$ cat src/rtl/lahp_params.svh
// constants for the legacy audio host port
// Behaviour
// only ten address bits decode; higher address bits must be zero for a hit.
// window spans sixteen I/O locations from a relocatable configured base.
// offsets 0-3 forward to synth; 0,2 read status, write select; 1,3 data.
// offset 8 reads synth status, writes select; offset 9 takes synth data.
// host writes mixer index at offset 4 before using the data port.
// offset 5 accesses the mixer register chosen by the latest index.
// writing bit 0 of offset 6 high then low resets the interface.
// offset A holds valid result data whenever offset E bit 7 is one.
// writes to offset C go to the command interpreter as command bytes.
// reading offset C gives ready in bit 7: one means can take a command.
// host polls ready before commands and data-available before reading A.
// any write to mixer index 00H restores all mixer defaults.
// index 04H voice level, left high nibble, right low, reset 99H.
// index 0AH microphone mix level in low bits, reset 01H.
// index 0CH bits 2:1 pick source: 00/10 mic, 01 disc, 11 line.
// index 0EH bit 1 selects mono (0) or stereo (1) output.
// index 22H main output level, nibble per channel, reset 99H.
// index 26H synth level, nibble per channel, reset 99H.
// index 28H disc audio level, nibble per channel, reset 01H.
// index 2EH line input level, nibble per channel, reset 01H.
// reserved mixer indices ignore writes and read a harmless value.
// shares one host interrupt and playback DMA with the native codec; the port has no interrupt or DMA logic.
// switches between compatibility and native mode without host help.
`ifndef LAHP_PARAMS_SVH
`define LAHP_PARAMS_SVH

`define LAHP_ADDR_BITS        10
`define LAHP_OFS_LSYN_SEL     4'h0
`define LAHP_OFS_LSYN_DATA    4'h1
`define LAHP_OFS_RSYN_SEL     4'h2
`define LAHP_OFS_RSYN_DATA    4'h3
`define LAHP_OFS_MIX_INDEX    4'h4
`define LAHP_OFS_MIX_DATA     4'h5
`define LAHP_OFS_SOFT_RESET   4'h6
`define LAHP_OFS_SYN_SEL      4'h8
`define LAHP_OFS_SYN_DATA     4'h9
`define LAHP_OFS_RESULT       4'hA
`define LAHP_OFS_COMMAND      4'hC
`define LAHP_OFS_AVAIL        4'hE

`define LAHP_MIX_RESET        8'h00
`define LAHP_MIX_VOICE        8'h04
`define LAHP_MIX_MIC          8'h0A
`define LAHP_MIX_SOURCE       8'h0C
`define LAHP_MIX_FORMAT       8'h0E
`define LAHP_MIX_MAIN         8'h22
`define LAHP_MIX_SYNTH        8'h26
`define LAHP_MIX_DISC         8'h28
`define LAHP_MIX_LINE         8'h2E

`define LAHP_RST_VOICE        8'h99
`define LAHP_RST_MIC          8'h01
`define LAHP_RST_SOURCE       8'h00
`define LAHP_RST_FORMAT       8'h00
`define LAHP_RST_MAIN         8'h99
`define LAHP_RST_SYNTH        8'h99
`define LAHP_RST_DISC         8'h01
`define LAHP_RST_LINE         8'h01
`define LAHP_RESERVED_READ    8'hFF

`define LAHP_MIC_MSB          2
`define LAHP_SRC_MSB          2
`define LAHP_SRC_LSB          1
`define LAHP_STEREO_BIT       1
`define LAHP_FLAG_BIT         7
`define LAHP_SOFT_RESET_BIT   0

`endif

$ cat src/rtl/lahp_pkg.sv
// types shared by the legacy audio host port
package lahp_pkg;
    typedef struct packed {
        logic       rd;
        logic       wr;
        logic [9:0] addr;
        logic [5:0] addr_hi;
        logic [7:0] wdata;
    } lahp_io_t;

    typedef struct packed {
        logic       sel_wr;
        logic       data_wr;
        logic [1:0] port;
        logic [7:0] wdata;
    } lahp_synth_t;

    typedef struct packed {
        logic       wr;
        logic [7:0] data;
    } lahp_byte_t;

    typedef struct packed {
        logic [7:0] voice;
        logic [7:0] mic;
        logic [7:0] source;
        logic [7:0] format;
        logic [7:0] main;
        logic [7:0] synth;
        logic [7:0] disc;
        logic [7:0] line;
    } lahp_mixer_t;

    typedef enum logic [1:0] {
        LAHP_SR_IDLE,
        LAHP_SR_ARMED
    } lahp_sr_state_t;
endpackage

$ cat src/rtl/lahp_mixer_bank.sv
// compatibility mixer register bank with registered read data
`timescale 1ns/1ps
`include "lahp_params.svh"
module lahp_mixer_bank (
    input  wire logic              sys_clk,
    input  wire logic              rstn,
    input  wire logic              clear,
    input  wire logic              wr,
    input  wire logic [7:0]        index,
    input  wire logic [7:0]        wdata,
    output lahp_pkg::lahp_mixer_t  regs,
    output logic      [7:0]        rdata
);
    import lahp_pkg::*;

    typedef struct packed {
        lahp_mixer_t mix;
        logic [7:0]  rd;
    } lahp_bank_st_t;

    lahp_bank_st_t st_q;
    lahp_bank_st_t st_d;

    function automatic lahp_mixer_t defaults();
        lahp_mixer_t m;
        m.voice  = `LAHP_RST_VOICE;
        m.mic    = `LAHP_RST_MIC;
        m.source = `LAHP_RST_SOURCE;
        m.format = `LAHP_RST_FORMAT;
        m.main   = `LAHP_RST_MAIN;
        m.synth  = `LAHP_RST_SYNTH;
        m.disc   = `LAHP_RST_DISC;
        m.line   = `LAHP_RST_LINE;
        return m;
    endfunction

    always_comb begin
        st_d = st_q;
        case (index)
            `LAHP_MIX_VOICE:  st_d.rd = st_q.mix.voice;
            `LAHP_MIX_MIC:    st_d.rd = st_q.mix.mic;
            `LAHP_MIX_SOURCE: st_d.rd = st_q.mix.source;
            `LAHP_MIX_FORMAT: st_d.rd = st_q.mix.format;
            `LAHP_MIX_MAIN:   st_d.rd = st_q.mix.main;
            `LAHP_MIX_SYNTH:  st_d.rd = st_q.mix.synth;
            `LAHP_MIX_DISC:   st_d.rd = st_q.mix.disc;
            `LAHP_MIX_LINE:   st_d.rd = st_q.mix.line;
            default:          st_d.rd = `LAHP_RESERVED_READ;
        endcase
        if (clear) begin
            st_d.mix = defaults();
        end else if (wr) begin
            case (index)
                `LAHP_MIX_RESET:  st_d.mix = defaults();
                `LAHP_MIX_VOICE:  st_d.mix.voice = wdata;
                `LAHP_MIX_MIC:    st_d.mix.mic = {5'h00, wdata[`LAHP_MIC_MSB:0]};
                `LAHP_MIX_SOURCE: st_d.mix.source = {5'h00, wdata[`LAHP_SRC_MSB:`LAHP_SRC_LSB], 1'b0};
                `LAHP_MIX_FORMAT: st_d.mix.format = {6'h00, wdata[`LAHP_STEREO_BIT], 1'b0};
                `LAHP_MIX_MAIN:   st_d.mix.main = wdata;
                `LAHP_MIX_SYNTH:  st_d.mix.synth = wdata;
                `LAHP_MIX_DISC:   st_d.mix.disc = wdata;
                `LAHP_MIX_LINE:   st_d.mix.line = wdata;
                default:          st_d.mix = st_q.mix;
            endcase
        end
    end

    always_ff @(posedge sys_clk or negedge rstn) begin
        if (!rstn) begin
            st_q <= '{mix: '{voice: `LAHP_RST_VOICE, mic: `LAHP_RST_MIC, source: `LAHP_RST_SOURCE,
                             format: `LAHP_RST_FORMAT, main: `LAHP_RST_MAIN, synth: `LAHP_RST_SYNTH,
                             disc: `LAHP_RST_DISC, line: `LAHP_RST_LINE},
                      rd: `LAHP_RESERVED_READ};
        end else begin
            st_q <= st_d;
        end
    end

    assign regs  = st_q.mix;
    assign rdata = st_q.rd;
endmodule // lahp_mixer_bank

$ cat src/rtl/lahp_port.sv
// legacy audio host port: window decode, synth pass-through, mixer, command interface
`timescale 1ns/1ps
`include "lahp_params.svh"
module lahp_port (
    input  wire logic                  sys_clk,
    input  wire logic                  rstn,
    input  wire logic [9:0]            compat_port_base,
    input  wire logic                  compat_enable,
    input  wire lahp_pkg::lahp_io_t    io,
    output lahp_pkg::lahp_byte_t       rdata,
    output lahp_pkg::lahp_synth_t      synth_path,
    input  wire logic [7:0]            synth_status,
    output lahp_pkg::lahp_byte_t       cmd_out,
    input  wire logic                  cmd_ready,
    input  wire lahp_pkg::lahp_byte_t  result_in,
    output logic                       result_taken,
    output lahp_pkg::lahp_mixer_t      mixer,
    output logic                       stereo_output_select,
    output logic                       interface_reset,
    output logic                       compat_mode
);
    import lahp_pkg::*;

    typedef struct packed {
        lahp_byte_t  rdata;
        lahp_synth_t syn;
        lahp_byte_t  cmd;
        logic        taken;
        logic [7:0]  index;
        logic [7:0]  result;
        logic        avail;
        logic        mode;
        logic        ireset;
    } lahp_port_st_t;

    lahp_port_st_t st_q;
    lahp_port_st_t st_d;

    logic        hit;
    logic [3:0]  ofs;
    logic        mix_wr;
    logic [7:0]  mix_rd;
    logic        sr_wr;
    logic        sr_pulse;
    lahp_mixer_t mix_regs;

    // offset inside the window, valid only with upper bits clear
    function automatic logic window_hit(input logic [9:0] a, input logic [5:0] hi, input logic [9:0] base);
        return (hi == 6'h00) && (a[9:4] == base[9:4]);
    endfunction

    function automatic logic is_ofs(input logic [3:0] o, input logic [3:0] want);
        return o == want;
    endfunction

    assign hit    = compat_enable && window_hit(io.addr, io.addr_hi, compat_port_base);
    assign ofs    = io.addr[3:0];
    assign mix_wr = hit && io.wr && is_ofs(ofs, `LAHP_OFS_MIX_DATA);
    assign sr_wr  = hit && io.wr && is_ofs(ofs, `LAHP_OFS_SOFT_RESET);

    lahp_mixer_bank u_mixer (
        .sys_clk (sys_clk),
        .rstn    (rstn),
        .clear   (sr_pulse),
        .wr      (mix_wr),
        .index   (st_q.index),
        .wdata   (io.wdata),
        .regs    (mix_regs),
        .rdata   (mix_rd)
    );

    lahp_soft_reset u_sreset (
        .sys_clk (sys_clk),
        .rstn    (rstn),
        .wr      (sr_wr),
        .bit0    (io.wdata[`LAHP_SOFT_RESET_BIT]),
        .pulse   (sr_pulse)
    );

    always_comb begin
        st_d            = st_q;
        st_d.rdata      = '{wr: 1'b0, data: 8'h00};
        st_d.syn        = '{sel_wr: 1'b0, data_wr: 1'b0, port: 2'b00, wdata: 8'h00};
        st_d.cmd.wr     = 1'b0;
        st_d.taken      = 1'b0;
        st_d.ireset     = 1'b0;

        // mode follows use of the window, no host sequence needed
        if (hit && (io.rd || io.wr)) begin
            st_d.mode = 1'b1;
        end
        if (!compat_enable) begin
            st_d.mode = 1'b0;
        end

        // latch a new result from the interpreter when the holding slot is free
        if (result_in.wr && !st_q.avail) begin
            st_d.result = result_in.data;
            st_d.avail  = 1'b1;
        end

        if (hit && io.wr) begin
            case (ofs)
                `LAHP_OFS_LSYN_SEL, `LAHP_OFS_RSYN_SEL, `LAHP_OFS_SYN_SEL: begin
                    st_d.syn = '{sel_wr: 1'b1, data_wr: 1'b0, port: ofs[1:0], wdata: io.wdata};
                end
                `LAHP_OFS_LSYN_DATA, `LAHP_OFS_RSYN_DATA, `LAHP_OFS_SYN_DATA: begin
                    st_d.syn = '{sel_wr: 1'b0, data_wr: 1'b1, port: ofs[1:0], wdata: io.wdata};
                end
                `LAHP_OFS_MIX_INDEX: st_d.index = io.wdata;
                `LAHP_OFS_COMMAND: begin
                    // a command sent while busy is still passed on; the interpreter owns pacing
                    st_d.cmd = '{wr: 1'b1, data: io.wdata};
                end
                default: st_d.syn = st_d.syn;
            endcase
        end

        if (hit && io.rd) begin
            st_d.rdata.wr = 1'b1;
            case (ofs)
                `LAHP_OFS_LSYN_SEL, `LAHP_OFS_RSYN_SEL, `LAHP_OFS_SYN_SEL:
                    st_d.rdata.data = synth_status;
                `LAHP_OFS_MIX_DATA:
                    st_d.rdata.data = mix_rd;
                `LAHP_OFS_RESULT: begin
                    st_d.rdata.data = st_q.result;
                    if (st_q.avail) begin
                        st_d.avail = 1'b0;
                        st_d.taken = 1'b1;
                    end
                end
                `LAHP_OFS_COMMAND:
                    st_d.rdata.data = {cmd_ready && !st_q.cmd.wr, 7'h00};
                `LAHP_OFS_AVAIL:
                    st_d.rdata.data = {st_q.avail, 7'h00};
                default:
                    st_d.rdata.data = `LAHP_RESERVED_READ;
            endcase
        end

        if (sr_pulse) begin
            st_d.ireset = 1'b1;
            st_d.avail  = 1'b0;
            st_d.index  = 8'h00;
            st_d.cmd    = '{wr: 1'b0, data: 8'h00};
        end
    end

    always_ff @(posedge sys_clk or negedge rstn) begin
        if (!rstn) begin
            st_q <= '{rdata: '{wr: 1'b0, data: 8'h00},
                      syn: '{sel_wr: 1'b0, data_wr: 1'b0, port: 2'b00, wdata: 8'h00},
                      cmd: '{wr: 1'b0, data: 8'h00},
                      taken: 1'b0, index: 8'h00, result: 8'h00, avail: 1'b0,
                      mode: 1'b0, ireset: 1'b0};
        end else begin
            st_q <= st_d;
        end
    end

    assign rdata                = st_q.rdata;
    assign synth_path           = st_q.syn;
    assign cmd_out              = st_q.cmd;
    assign result_taken         = st_q.taken;
    assign mixer                = mix_regs;
    assign stereo_output_select = mix_regs.format[`LAHP_STEREO_BIT];
    assign interface_reset      = st_q.ireset;
    assign compat_mode          = st_q.mode;
endmodule // lahp_port

$ cat src/rtl/lahp_soft_reset.sv
// detects the one-then-zero soft reset sequence
`timescale 1ns/1ps
`include "lahp_params.svh"
module lahp_soft_reset (
    input  wire logic sys_clk,
    input  wire logic rstn,
    input  wire logic wr,
    input  wire logic bit0,
    output logic      pulse
);
    import lahp_pkg::*;

    typedef struct packed {
        lahp_sr_state_t state;
        logic           pulse;
    } lahp_sr_st_t;

    lahp_sr_st_t st_q;
    lahp_sr_st_t st_d;

    always_comb begin
        st_d       = st_q;
        st_d.pulse = 1'b0;
        case (st_q.state)
            LAHP_SR_IDLE: begin
                if (wr && bit0) begin
                    st_d.state = LAHP_SR_ARMED;
                end
            end
            LAHP_SR_ARMED: begin
                if (wr && !bit0) begin
                    st_d.state = LAHP_SR_IDLE;
                    st_d.pulse = 1'b1;
                end
            end
            default: st_d.state = LAHP_SR_IDLE;
        endcase
    end

    always_ff @(posedge sys_clk or negedge rstn) begin
        if (!rstn) begin
            st_q <= '{state: LAHP_SR_IDLE, pulse: 1'b0};
        end else begin
            st_q <= st_d;
        end
    end

    assign pulse = st_q.pulse;
endmodule // lahp_soft_reset
$ cat config.mk
export PLATFORM = sky130hd
export DESIGN_NAME = lahp_port
export DESIGN_NICKNAME = d
export VERILOG_FILES = /design/src/rtl/lahp_pkg.sv /design/src/rtl/lahp_mixer_bank.sv /design/src/rtl/lahp_port.sv /design/src/rtl/lahp_soft_reset.sv
export VERILOG_INCLUDE_DIRS = /design/src /design/src/rtl
export SDC_FILE = /design/constraint.sdc
export NUM_CORES = 1
export LEC_CHECK = 0
export ABC_CLOCK_PERIOD_IN_PS = 3350
export BUFFER_PORTS_ARGS = -buffer_cell sky130_fd_sc_hd__buf_2
export CORE_MARGIN = 2
export CORE_UTILIZATION = 40
export CTS_CLUSTER_DIAMETER = 150
export CTS_CLUSTER_SIZE = 20
export DETAILED_ROUTE_END_ITERATION = 7
export GPL_TIMING_DRIVEN = 0
export PLACE_DENSITY = 0.7
export SLEW_MARGIN = 20
export SYNTH_ARGS = -nofsm -noshare
export SYNTH_HDL_FRONTEND = slang
export SYNTH_HIERARCHICAL = 1
export SYNTH_SLANG_ARGS = --single-unit
$ cat constraint.sdc
create_clock -name sys_clk -period 3.35 [get_ports sys_clk]
set_input_delay 0.335 -clock sys_clk [delete_from_list [all_inputs] [get_ports sys_clk]]
set_output_delay 0.335 -clock sys_clk [all_outputs]
set_load 0.1 [all_outputs]
# [After elaboration in Yosys (flattened, before gate mapping)]
# Cells that the tools add are included.
[classes] reduce_logical=44 n_mux=35 eq_ne=24
[op_table] op="64-bit 2-to-1 mux" n=2
[op_table] op="8-bit case mux with 2 select lines" n=8
[op_table] op="8-bit case mux with 8 select lines" n=1
[op_table] op="8-bit case mux with 5 select lines" n=1
[op_table] op="8-bit by 6-bit == test with 1-bit output, second input constant" n=4
[op_table] op="9-bit 2-to-1 mux" n=3
[op_table] op="8-bit by 4-bit == test with 1-bit output, second input constant" n=3
[op_table] op="8-bit 2-to-1 mux" n=3
[op_table] op="12-bit case mux with 2 select lines" n=1
[op_table] op="3-bit nonzero test" n=8
[op_table] op="2-bit AND reduction" n=11
[op_table] op="21-bit 2-to-1 mux" n=1
[op_table] op="4-bit == test, second input constant" n=5
[op_table] op="4-bit by 3-bit == test with 1-bit output, second input constant" n=3
[op_table] op="1-bit 2-to-1 mux" n=12
[op_table] op="1-bit logical AND" n=11
[op_table] op="4-bit by 2-bit == test with 1-bit output, second input constant" n=2
[op_table] op="8-bit by 3-bit == test with 1-bit output, second input constant" n=1
[op_table] op="8-bit zero test" n=1
[op_table] op="2-bit nonzero test" n=4
[op_table] op="6-bit == test" n=1
[op_table] op="6-bit zero test" n=1
[op_table] op="2-bit by 1-bit inequality test with 1-bit output, second input constant" n=3
[op_table] op="3-bit OR reduction" n=2
[op_table] op="other kinds (9)" n=11
[word_totals] register_bits=125 in_bits=57

# [Longest topological paths before layout]
# Gate-level depths: netlist of run 1.
[logic_depth] word_depth=8 depth_mapped=11

# [Hierarchy]
# Netlist of run 1, hierarchy kept.
[modules_own_cells] mod="lahp_mixer_bank" n_inst=1 seq_area_each_um2=1380.1 cells_per_inst=334 area_per_inst_um2=3088.0
[modules_own_cells] mod="lahp_port" n_inst=1 seq_area_each_um2=1251.2 cells_per_inst=272 area_per_inst_um2=2730.1
[modules_own_cells] mod="lahp_soft_reset" n_inst=1 seq_area_each_um2=50.0 cells_per_inst=4 area_per_inst_um2=75.1

# [Worst setup path after synthesis of run 1]
# No wires, ideal clock.
[synth_path] path_type="input -> register" start="input port io[11] (netlist name)" end="register u_mixer.st_q (netlist bit u_mixer/regs[33])" path_stages=10 setup_slack_ps=897 required_time_ps=3272 setup_ps=78 t_arrival_ps=2374 n_path_buf=4 path_cell_list="nor4_4 > and2_1 > nand4_2 > buf_6 > nor3_2 > clkbuf_1 > clkbuf_1 > clkbuf_1 > nand4_1 > a21oi_1"
[synth_between] elab_chain_cells=7
[synth_rtl] element="from (decl)" line_no="lahp_port.sv:9" text="input wire lahp_pkg::lahp_io_t io,"
[synth_rtl] element="6-bit zero test" line_no="lahp_port.sv:49" text="return (hi == 6'h00) && (a[9:4] == base[9:4]);"
[synth_rtl] element="1-bit logical AND" line_no="lahp_port.sv:49"
[synth_rtl] element="1-bit logical AND" line_no="lahp_port.sv:56" text="assign hit = compat_enable && window_hit(io.addr, io.addr_hi, compat_port_base);"
[synth_rtl] element="1-bit logical AND (2 in a row)" line_no="lahp_port.sv:58" text="assign mix_wr = hit && io.wr && is_ofs(ofs, `LAHP_OFS_MIX_DATA);"
[synth_rtl] element="named net mix_wr" line_no="lahp_port.sv:41" text="logic mix_wr;"
[synth_rtl] element="2-bit nonzero test (no source line)"
[synth_rtl] element="2-bit AND reduction (no source line)"
[synth_rtl] element="to (signal assigned)" line_no="lahp_mixer_bank.sv:70" text="st_q <= '{mix: '{voice: `LAHP_RST_VOICE, mic: `LAHP_RST_MIC, source: `LAHP_RST_SOURCE,"
[synth_rtl] element="to (signal assigned)" line_no="lahp_mixer_bank.sv:75" text="st_q <= st_d;"
[synth_rtl] element="to (decl)" line_no="lahp_mixer_bank.sv:21" text="lahp_bank_st_t st_q;"
# The timed path passes the listed nets, and every way through them passes these cells.
# A chain may end at the register's enable or synchronous reset.

# [Final worst setup path of run 1]
[layout_path] start="input port compat_port_base[7]" end="register u_mixer.st_q (netlist bit u_mixer/regs[15])"
[layout_between] elab_chain_cells=7
[layout_rtl] element="from (decl)" line_no="lahp_port.sv:7" text="input wire logic [9:0] compat_port_base,"
[layout_rtl] element="6-bit == test" line_no="lahp_port.sv:49"
[layout_rtl] element="1-bit logical AND" line_no="lahp_port.sv:49"
[layout_rtl] element="1-bit logical AND" line_no="lahp_port.sv:56"
[layout_rtl] element="1-bit logical AND (2 in a row)" line_no="lahp_port.sv:58"
[layout_rtl] element="named net mix_wr" line_no="lahp_port.sv:41"
[layout_rtl] element="2-bit nonzero test (no source line)"
[layout_rtl] element="2-bit AND reduction (no source line)"
# The timed path passes the listed nets, and every way through them passes these cells.

==> summary.md, run 1 <==
| Metric | Value |
|---|---|
| Status | complete, no violations |
| PD cells | 379.4 nW/um^2 |
| Fmax achieved | 0.3209 GHz |
| Tot Pwr | 0.002732 W |
| CTS clk-pin slew, worst paths | 70 ps |
| Max-cap viol count | 0 |
| Die height | 125.4 um |
| Layout Utilization | 49.73% |
| CP startpoint | compat_port_base[7] |
| Crit path time final | 3116 ps |
| Crit-path most repeated cell | clkbuf_1 |
| CP max FO | 10 |
| Routability cong. | 0.9714 |
| Core area | 14480 sq um |
| Starting Density | 40.70% |
| Critical path data arrival time | 3400 ps |
| Synth top cells by count | dfrtp_1, a21oi_1, buf_4 |
| Min-Delay Path Class | in2reg |
| CP peak stage delay | 490 ps |
| Area Overhead vs Synth | 22.19% |
| Vias/cell | 5.640 |
| Critical R2R Launch | st_q[16]$_DFFE_PN0P_ |
| Worst Setup Start Kind | primary input |
| 1st-pass router iterations | 5 |
| Maximum buffer depth of the clock tree | 2 |
| RSZ-0062 raised after global routing | no |
| Gates resized, CTS repair | 0 |
| Clock tree from TritonCTS | yes |
| Place WS | 23.62 ps |
| Finished Layout Cells | 958 |
| Largest net degree at the start of global routing | 63 |
| Delay-heaviest family, CP | buffers and inverters |
| Syn Inst Count | 610 |
| Row count | 44 |
| Initial antenna violation count | 0 |
| Reg2Reg Depth | 5 |
| Die width | 125.4 um |
| WP depth | 12 |
| ANT cells | 0 |
| GRT Util Overall | 22.33% |
| Avg Cell Area, Syn | 9.661 sq um |
| CTS Buf Count | 9 |
| Critical Path Sink Type | flop |
| Seq/Total Area, Yosys | 45.50% |
| Post-route ant nets | 0 |
| Worst hold stages | 2 |
| Max-slew violation count | 0 |
| Syn. warnings | 6 |
| Reg area | 2681 sq um |
| Setup TNS | 0 ps |
| Placed cells | 941 |
| Top post-synthesis cells by area | dfrtp_1, dfstp_2, buf_4, a21oi_1, nand4_1 |
| # IOs | 155 |
| Vias | 5403 |
| CP Buf/Inv Count | 6 |
| Area of the multi-input gates | 2639 sq um |
| DRC errors left | 0 |
| Final Net Count | 826 |
| IO Port Bufs | 129 |
| Synth cell types | 71 |
| H-tree level count | 3 |
| Asr flop ratio synth | 100.0% |
| Endpoints failing setup | 0 |
| Clock Sinks | 106 |
| Most frequent cell after synthesis | dfrtp_1 |
| Fin Clk Skew | 8.344 ps |
| Root Buffer | clkbuf_16 |
| Syn Std Cell Area | 5893 sq um |
| Final WL | 17.56 mm |
| Total die area | 15720 sq um |
| Critical path cell sequence | buf_2 -> xnor2_1 -> and4_1 -> buf_2 -> nand4_2 -> buf_6 -> nor3_2 -> clkbuf_1 -> clkbuf_1 -> clkbuf_1 -> a32oi_1 -> nor2_1 |
| Fin. Hold Viols | 0 |
| First-pass GRT wire length | 27.77 mm |
| Clk Latency, worst-skew pair | 350 ps |
| Yosys top cell by area | dfrtp_1 |
| VDD IR max | 0.3125 mV |
| Filler cell count in the final layout | 1392 |
| Synth Register Bits | 106 |
| Worst path slowest cell | clkbuf_1 |
| Critical path class | in2reg |
| Worst Path Required | 3630 ps |
| Post-CTS setup buffers | 0 |
| Vias in the first global route | 5116 |
| WL/cell | 18.33 um |
| Proportion of layout cells with a drive suffix above 1 | 34.75% |
| Hold Startpoint | compat_enable |
| Ratio of final minimum period to clock period | 93.02% |
| Post-route setup slack | 234.0 ps |
| Post-synth top area share | 35.24% |
| Grt ovf | 0 |
| Worst Tran Pin Value | 1169 ps |
| HPWL after DPL | 12.68 mm |
| EDFF count, synth | 0 |
| Initial detailed-routing violation count | 492 |
| Max_slew headroom | 20.99% |
| Leak Pwr | 3.400 nW |
| Prevailing post-synth register cell | dfrtp_1 |
## flip-flops by register name, summed over array words and instances (netlist names)
register	cells
interface_reset	1
u_mixer/regs	46
compat_mode	1
u_sreset/st_q	1
result_taken	1
u_sreset/pulse	1
cmd_out	9
rdata	9
st_q	17
synth_path	12
u_mixer/rdata	8
## worst register-to-register path: cells and delay by family (launching register included)
kind | cells | cell delay [ps]
DFF | 1 | 350
buffers and inverters | 1 | 190
AOI/OAI and AO/OA | 2 | 790
and+or+nand+nor | 2 | 1010
## placed cells by master, fill, tap and decap left out, types with 4 or more instances in the layout
master	netlist	final
a21oi_1	58	58
nand2_1	38	38
mux2_2	9	9
buf_4	49	49
clkbuf_1	27	27
clkbuf_16	0	9
nor3b_1	4	4
buf_6	3	4
nor3_2	11	11
nor3_1	9	9
a221oi_1	4	4
buf_2	13	141
a32oi_1	13	13
a22oi_1	10	10
nand3b_1	9	9
dfrtp_1	83	83
o21ai_0	16	16
o22ai_1	16	16
nand3_1	11	11
nand2b_1	8	8
nand4_1	25	25
a31oi_1	10	10
and4_1	4	4
inv_1	12	12
o21a_1	8	8
nor2_1	33	33
o31ai_1	16	16
o2bb2ai_1	5	5
nor4bb_1	4	4
xnor2_1	7	7
conb_1	1	18
buf_1	8	8
dfstp_2	23	23
nor2b_1	10	10
## cell families (layout without fill, tap and decap cells)
kind of cell	Yosys count	count (layout)	share of synthesized area, %
AND/OR/NAND/NOR	194	194	20.25
AO/OA/AOI/OAI	179	179	20.09
buffers and inverters	112	259	10.91
flip-flops	106	106	45.50
multiplexers	11	11	2.144
XOR/XNOR	7	7	1.040
other	1	18	0.06363
## cell type report
type | count | area share, %
clock inverter | 7 | 1.286
clock buffer | 9 | 3.128
buffer | 100 | 8.306
timing repair buffer | 131 | 9.574
multi-input combinational | 409 | 36.65
tap | 184 | 3.197
sequential | 106 | 37.24
inverter | 12 | 0.6255
## through the flow
stage	area [sq um]	hold WS [ps]
after floorplan	5957	39.41
after global placement	6833	460.1
after detailed placement	6867	284.1
after CTS	7194	188.8
after global routing	7201	207.0
final	7201	200.1
## repair_timing
item	CTS	global route
hold buffers	1	0
hold endpoints to repair	32	0
setup endpoints to repair	0	0
## layer usage
layer  routed length (um)  up-vias  GRT usage, %
met3                 1271       39         4.279
met1                 7767     2618         31.15
met2                 8007      239         33.89
li1                     -     2507             -
met5                    0        -             0
met4                  516        0         10.00
## path summary, 6_finish.rpt
check,to,slack [ps]
min,compat_mode$_DFFE_PN0P_,200
max reg2reg,u_mixer/regs[15]$_DFFE_PN0P_,880
min in group asynchronous,result_taken$_DFF_PN0_,460
max,u_mixer/regs[15]$_DFFE_PN0P_,230
min reg2reg,u_mixer/regs[48]$_DFFE_PN1P_,490
max in group asynchronous,u_mixer/regs[31]$_DFFE_PN1P_,2200
## report_power, final
group | leakage, nW | internal, W | total, W | switching (W)
Sequential | 1.36 | 0.00129 | 0.00130 | 0.00000597
Clock | 0.160 | 0.000655 | 0.00114 | 0.000481
Combinational | 1.88 | 0.0000811 | 0.000297 | 0.000216
Total | 3.40 | 0.00203 | 0.00273 | 0.000704
Power figures use the tool's default switching activity.
==> inputs of run 2 (changes only) <==
ABC_AREA = 1   (was default)
CTS_CLUSTER_SIZE = default   (was 20)
==> summary.md, run 2 <==
| Metric | Value |
|---|---|
| Endpoints failing setup | 0 (unchanged) |
| Tot Pwr | 0.002588 W (-5.3%) |
| PD cells | 353.5 nW/um^2 (-6.8%) |
| Crit path time final | 2496 ps (-620.0 ps) |
| Yosys top cell by area | dfrtp_1 |
| ANT cells | 0 (unchanged) |
| Min-Delay Path Class | in2reg |
| Worst path slowest cell | nor2_1 |
| P_int | 0.001927 W (-5.0%) |
| Final Net Count | 980 (+19%) |
| Seq pwr share | 50.0% (+2.5 points) |
| Clock Sinks | 106 (unchanged) |
| IO Port Bufs | 131 (+1.6%) |
| Critical Path Sink Type | flop |
| Ratio of final minimum period to clock period | 74.51% (-19 points) |
| Post-route setup slack | 853.9 ps (+620.0 ps) |
| Starting Density | 41.28% (+0.57 points) |
| Row count | 44 (unchanged) |
| Fin Clk Skew | 7.309 ps (-1.036 ps) |
| Largest net degree at the start of global routing | 75 (+19%) |
| Post-synth top area share | 34.36% (-0.88 points) |
| Status | complete, no violations |
| Root Buffer | clkbuf_16 |
| EDFF count, synth | 0 (unchanged) |
| VDD IR max | 0.2289 mV (-27%) |
| 1st-pass router iterations | 5 (unchanged) |
| DRC errors left | 0 (unchanged) |
| Prevailing post-synth register cell | dfrtp_1 |
| Commonest cells after routing, fill and taps aside | nand2_1, buf_2, nand3_1 |
| HPWL after DPL | 12.03 mm (-5.1%) |
| Worst Setup Start Kind | primary input |
| Worst Path Required | 3640 ps (about the same) |
| Seq/Total Area, Yosys | 44.36% (-1.1 points) |
| Final WL | 15.92 mm (-9.4%) |
| Synth Register Bits | 106 (unchanged) |
| Maximum buffer depth of the clock tree | 2 (unchanged) |
| Fmax achieved | 0.4006 GHz (+25%) |
| CTS Buf Count | 9 (unchanged) |
| Syn Inst Count | 762 (+25%) |
| Area Overhead vs Synth | 21.13% |
| Leak Pwr | 4.176 nW (+23%) |
| Comb power frac | 10.6% (-0.3 points) |
| CTS clk-pin slew, worst paths | 70 ps (about the same) |
| GRT Util Overall | 20.29% (-2.0 points) |
| Synth top cells by count | nand2_1, nand3_1, dfrtp_1 |
| Asr flop ratio synth | 100.0% (unchanged) |
| Top post-synthesis cells by area | dfrtp_1, nand2_1, dfstp_2, nand3_1, buf_4 |
| First-pass GRT wire length | 25.72 mm (-7.4%) |
| CP peak stage delay | 640 ps (+150 ps) |
| Vias/cell | 4.810 (-15%) |
| H-tree level count | 3 (unchanged) |
| Place WS | 543.2 ps (+519.6 ps) |
| Most frequent cell after synthesis | nand2_1 |
| Worst hold slack | 222.8 ps (+22.77 ps) |
| Max-slew violation count | 0 (unchanged) |
| Max_slew headroom | 46.52% (+26 points) |
| Post-route ant nets | 0 (unchanged) |
| Vias | 5349 (-1.0%) |
| Commonest non-fill, non-tap cell in the layout | nand2_1 |
| Max-cap viol count | 0 (unchanged) |
| WL/cell | 14.31 um (-22%) |
| Total die area | 16110 sq um (+2.5%) |
| Die height | 126.9 um (+1.2%) |
| Avg Cell Area, Syn | 7.932 sq um (-18%) |
| Syn Std Cell Area | 6045 sq um (+2.6%) |
| CP Buf/Inv Count | 5 (-1) |
| RSZ-0062 raised after global routing | no |
| Proportion of layout cells with a drive suffix above 1 | 35.02% (+0.27 points) |
| Critical path data arrival time | 2780 ps (-620 ps) |
| Setup TNS | 0 ps (unchanged) |
| Initial detailed-routing violation count | 379 (-23%) |
| Switching share of power | 25.55% (-0.21 points) |
| # IOs | 155 (unchanged) |
| Routability cong. | 0.9418 (-3.0%) |
| Delay-heaviest family, CP | simple AND/OR/NAND/NOR gates |
| Synth cell types | 33 (-54%) |
| Worst Tran Pin Value | 799.2 ps (-370.0 ps) |
| Die width | 126.9 um (+1.2%) |
| CP max FO | 10 (unchanged) |
| Clock tree from TritonCTS | yes |
| Clk Latency, worst-skew pair | 350 ps (about the same) |
| Critical path cell sequence | buf_2 -> buf_1 -> nand3_2 -> inv_2 -> nand2_1 -> nor2_1 -> inv_1 -> nor2_4 -> inv_1 -> nor2_1 -> nand3_1 -> nand2_1 |
| Critical path class | in2reg |
| Grt ovf | 0 (unchanged) |
| Power share of the clock group | 39.5% (-2.1 points) |
| Net switching power | 0.0006614 W (-6.0%) |
| Syn. warnings | 6 (unchanged) |
| Core area | 14640 sq um (+1.1%) |
| Vias in the first global route | 4975 (-2.8%) |
| Max reg flops | 46 (unchanged) |
| Layout Utilization | 50.00% (+0.27 points) |
| Initial antenna violation count | 0 (unchanged) |
| Fin. Hold Viols | 0 (unchanged) |
run 2: cell types whose count changed after synthesis, moves of 21 or more:
cell	delta
inv_1	+41
nor2_1	+45
a21oi_1	-58
nand2_2	+21
clkbuf_1	-26
nand2_1	+189
nand3_1	+93
run 2: layout make-up:
cell class	count	area, sq um
well taps	184	230.2
multi-input cells	534	2661
clock inverters	2	10.01
clock buffers	14	274.0
inverters	69	261.5
repair buffers	133	699.4
plain buffers	70	504.2
flip-flops and latches	106	2681
fillers	1430	7322
run 2: logic make-up (layout without fill, tap and decap cells):
group	Yosys count	after routing	synth area share, %
muxes	8	8	1.490
other	1	18	0.06204
and+or+nand+nor	504	504	40.78
buffers and inverters	139	288	12.67
AOI/OAI and AO/OA	4	4	0.6417
DFF	106	106	44.36
run 2: final timing paths:
kind / endpoint / start / cells after the start / slack, ps
worst max-delay path: u_mixer/regs[26]$_DFFE_PN0P_ / io[24] / 12 / 850
worst min-delay path: st_q[6]$_DFFE_PN0P_ / result_in[3] / 2 / 220
worst max register to register: u_mixer/regs[26]$_DFFE_PN0P_ / u_sreset/pulse$_DFF_PN0_ / 5 / 1440
worst min register to register: u_mixer/regs[16]$_DFFE_PN1P_ / u_mixer/regs[16]$_DFFE_PN1P_ / 2 / 470
max in group asynchronous: u_mixer/regs[59]$_DFFE_PN1P_ / rstn / 3 / 2210
min in group asynchronous: cmd_out[7]$_DFFE_PN0P_ / rstn / 2 / 440
run 2: layer usage:
metal  up-vias  global-route usage, %  wire (um)
met5         -                      0          0
li1       2668                      -          -
met2       223                  31.59       7205
met4         0                  7.563        364
met1      2435                  28.35       7229
met3        23                  3.627       1118
run 2: timing repair:
item                                   4_1_cts  5_1_grt
resized for setup                            0        0
setup buffers                                0        0
endpoints found under the hold margin       27        0
hold buffers                                 1        0
run 2: power groups by stage:
| stage | Sequential, W | Combinational (W) | Clock, W |
|---|---|---|---|
| 2_1_floorplan | 0.00132 | 0.000182 | 0 |
| 5_1_grt | 0.00129 | 0.000297 | 0.00111 |
| 4_1_cts | 0.00129 | 0.000276 | 0.00105 |
| 3_5_place_dp | 0.00132 | 0.000274 | 0 |
| 6_report | 0.00129 | 0.000273 | 0.00102 |
| 3_3_place_gp | 0.00132 | 0.000267 | 0 |
run 2: metrics by stage:
| stage | std cells | cell area, sq um |
|---|---|---|
| finish | 1112 | 7322 |
| global route | 1112 | 7322 |
| CTS | 1112 | 7322 |
| detailed placement | 1095 | 7028 |
| global placement | 1094 | 6994 |
| floorplan | 779 | 6108 |
==> inputs of run 3 (changes only) <==
ABC_CLOCK_PERIOD_IN_PS = 2400   (was 3350)
clock period = 2.4 ns   (was 3.35 ns; I/O delays follow)
==> summary.md, run 3 (synthesized netlist as in run 2, its figures left out) <==
| Metric | Value |
|---|---|
| GRT Util Overall | 20.29% (unchanged) |
| 1st-pass router iterations | 5 (unchanged) |
| Starting Density | 41.28% (unchanged) |
| Setup TNS | 0 ps (unchanged) |
| Critical path data arrival time | 2480 ps (-300 ps) |
| Max-slew violation count | 0 (unchanged) |
| Ratio of final minimum period to clock period | 91.40% |
| Status | complete, no violations |
| Worst Setup Start Kind | primary input |
| CP max FO | 7 (-3) |
| Critical path class | in2reg |
| Largest net degree at the start of global routing | 75 (unchanged) |
| Fin. Hold Viols | 0 (unchanged) |
| Worst hold slack | 127.7 ps (-95.14 ps) |
| Die width | 126.9 um (unchanged) |
| Commonest non-fill, non-tap cell in the layout | nand2_1 |
| Final Net Count | 980 (unchanged) |
| Post-route ant nets | 0 (unchanged) |
| Max reg flops | 46 (unchanged) |
| Post-route setup slack | 206.5 ps (-647.4 ps) |
| P_int | 0.002690 W (+40%) |
| IO Port Bufs | 131 (unchanged) |
| WL/cell | 14.34 um (+0.17%) |
| Vias in the first global route | 4975 (unchanged) |
| Row count | 44 (unchanged) |
| Initial detailed-routing violation count | 381 (+0.53%) |
| Place WS | -311.8 ps (-855.0 ps) |
| Max-cap viol count | 0 (unchanged) |
| Core area | 14640 sq um (unchanged) |
| Endpoints failing setup | 0 (unchanged) |
| Fin Clk Skew | 8.298 ps (+0.9896 ps) |
| Net switching power | 0.0009210 W (+39%) |
| Post-route cell area | 7326 sq um (about the same) |
| Min-Delay Endpoint | st_q[6]$_DFFE_PN0P_ |
| Total die area | 16110 sq um (unchanged) |
| Comb power frac | 10.6% (about the same) |
| Leak Pwr | 4.179 nW (about the same) |
| ANT cells | 0 (unchanged) |
| Area Overhead vs Synth | 21.20% (about the same) |
| Vias/cell | 4.832 (+0.45%) |
| PD cells | 492.9 nW/um^2 (+39%) |
| Vias | 5373 (+0.45%) |
| Worst Tran Pin Value | 616.6 ps (-182.6 ps) |
| Seq pwr share | 50.0% (about the same) |
| Initial antenna violation count | 0 (unchanged) |
| CP peak stage delay | 510 ps (-130 ps) |
| RSZ-0062 raised after global routing | no |
| Area after DPL | 7028 sq um (unchanged) |
| Worst hold stages | 2 (unchanged) |
| VDD IR max | 0.3201 mV (+40%) |
| # IOs | 155 (unchanged) |
| CP Buf/Inv Count | 4 (-1) |
| Delay-heaviest family, CP | simple AND/OR/NAND/NOR gates |
| Power share of the clock group | 39.4% (about the same) |
| Die height | 126.9 um (unchanged) |
| Reg2Reg Depth | 5 (unchanged) |
| Crit path time final | 2194 ps |
| H-tree level count | 3 (unchanged) |
| Min-Delay Path Class | in2reg |
| Clock Sinks | 106 (unchanged) |
| DRC errors left | 0 (unchanged) |
| Routability cong. | 0.9418 (unchanged) |
| Proportion of layout cells with a drive suffix above 1 | 35.24% (+0.22 points) |
| Fmax achieved | 0.4559 GHz |
| Switching share of power | 25.51% (-0.045 points) |
| Final WL | 15.95 mm (+0.17%) |
| Clk Latency, worst-skew pair | 350 ps (about the same) |
| CTS Buf Count | 9 (unchanged) |
| Worst r2r dst | u_mixer/regs[30]$_DFFE_PN0P_ |
| Root Buffer | clkbuf_16 |
| Grt ovf | 0 (unchanged) |
| Maximum buffer depth of the clock tree | 2 (unchanged) |
| Worst path slowest cell | nor2_1 |
| CTS clk-pin slew, worst paths | 70 ps (about the same) |
| First-pass GRT wire length | 25.72 mm (unchanged) |
| Post-CTS setup buffers | 0 (unchanged) |
| HPWL after DPL | 12.03 mm (unchanged) |
| Critical R2R Launch | u_sreset/pulse$_DFF_PN0_ |
| CP startpoint | io[10] |
| Critical Path Sink Type | flop |
| Commonest cells after routing, fill and taps aside | nand2_1, buf_2, nand3_1 |
| Clock tree from TritonCTS | yes |
| Worst Path Required | 2690 ps (-950 ps) |
| Max_slew headroom | 58.74% (+12 points) |
| R2r setup slk | 650 ps (-790 ps) |
| Hold Startpoint | result_in[3] |
| Critical path cell sequence | buf_2 -> nor3_1 -> nand3_1 -> nor2_1 -> nand3_2 -> inv_2 -> nand2_1 -> nor2_1 -> inv_1 -> nor2_4 -> inv_1 -> nor2_1 -> nand3_1 -> nand2_1 |
| Crit-path most repeated cell | nor2_1 |
==> run 3: cell count changes in the layout (fill, tap and decap cells not counted) <==
cell,previous run,this run
buf_1,2,1
clkbuf_2,0,1
nor2_1,78,77
nor2_2,7,8
==> run 3: worst max path at each step <==
stage | to | slack (ps) | depth (start not counted)
after floorplan | u_mixer/regs[11]$_DFFE_PN0P_ | 620 | 13
after global placement | u_mixer/regs[26]$_DFFE_PN0P_ | -270 | 12
after detailed placement | u_mixer/regs[26]$_DFFE_PN0P_ | -310 | 12
after CTS | u_mixer/regs[26]$_DFFE_PN0P_ | 30 | 12
after global routing | u_mixer/regs[30]$_DFFE_PN0P_ | 30 | 14
final | u_mixer/regs[30]$_DFFE_PN0P_ | 210 | 14
==> run 3: what timing repair did <==
item | in CTS | in global routing
endpoints found under the hold margin | 27 | 0
endpoints found under the setup margin | 0 | 7
hold buffers | 1 | 0
resized for setup | 0 | 2
==> run 3: worst register-to-register path, stage by stage, from the launching register on <==
cell and delay (ps):
dfrtp_1 500, nor2_4 280, inv_1 170, nor2_1 510, nand3_1 140, nand2_1 100
==> run 3: power groups by stage <==
stage | combinational (W) | sequential [W] | clock, W
after CTS | 0.000385 | 0.00180 | 0.00146
after floorplan | 0.000253 | 0.00184 | 0
after global routing | 0.000415 | 0.00181 | 0.00155
after global placement | 0.000372 | 0.00184 | 0
final | 0.000382 | 0.00181 | 0.00142
after detailed placement | 0.000382 | 0.00184 | 0
==> run 3: per-stage QoR <==
| stage | power (W) | utilization [%] | cells |
|---|---|---|---|
| floorplan | 0.002092 | - | 779 |
| global placement | 0.002210 | 47.76 | 1094 |
| detailed placement | 0.002220 | 47.99 | 1095 |
| CTS | 0.003652 | 50.00 | 1112 |
| global route | 0.003769 | 50.03 | 1112 |
| finish | 0.003611 | 50.03 | 1112 |
==> run 3: routing by layer <==
layer | part of all wire [%] | GRT usage (%) | vias up | routed length, um
met5 | 0 | 0 | - | 0
met4 | 2.2 | 7.563 | 0 | 347
met3 | 7.3 | 3.627 | 22 | 1170
met2 | 45 | 31.59 | 227 | 7227
met1 | 45 | 28.35 | 2457 | 7199
li1 | - | - | 2667 | -
==> run 3: area by class of cell <==
class                      instances  area [sq um]
buffer                            70         505.5
tap                              184         230.2
inverter                          69         261.5
sequential                       106          2681
timing repair buffer             133         699.4
clock buffer                      14         274.0
multi-input combinational        534          2664
fill                            1432          7318
clock inverter                     2         10.01
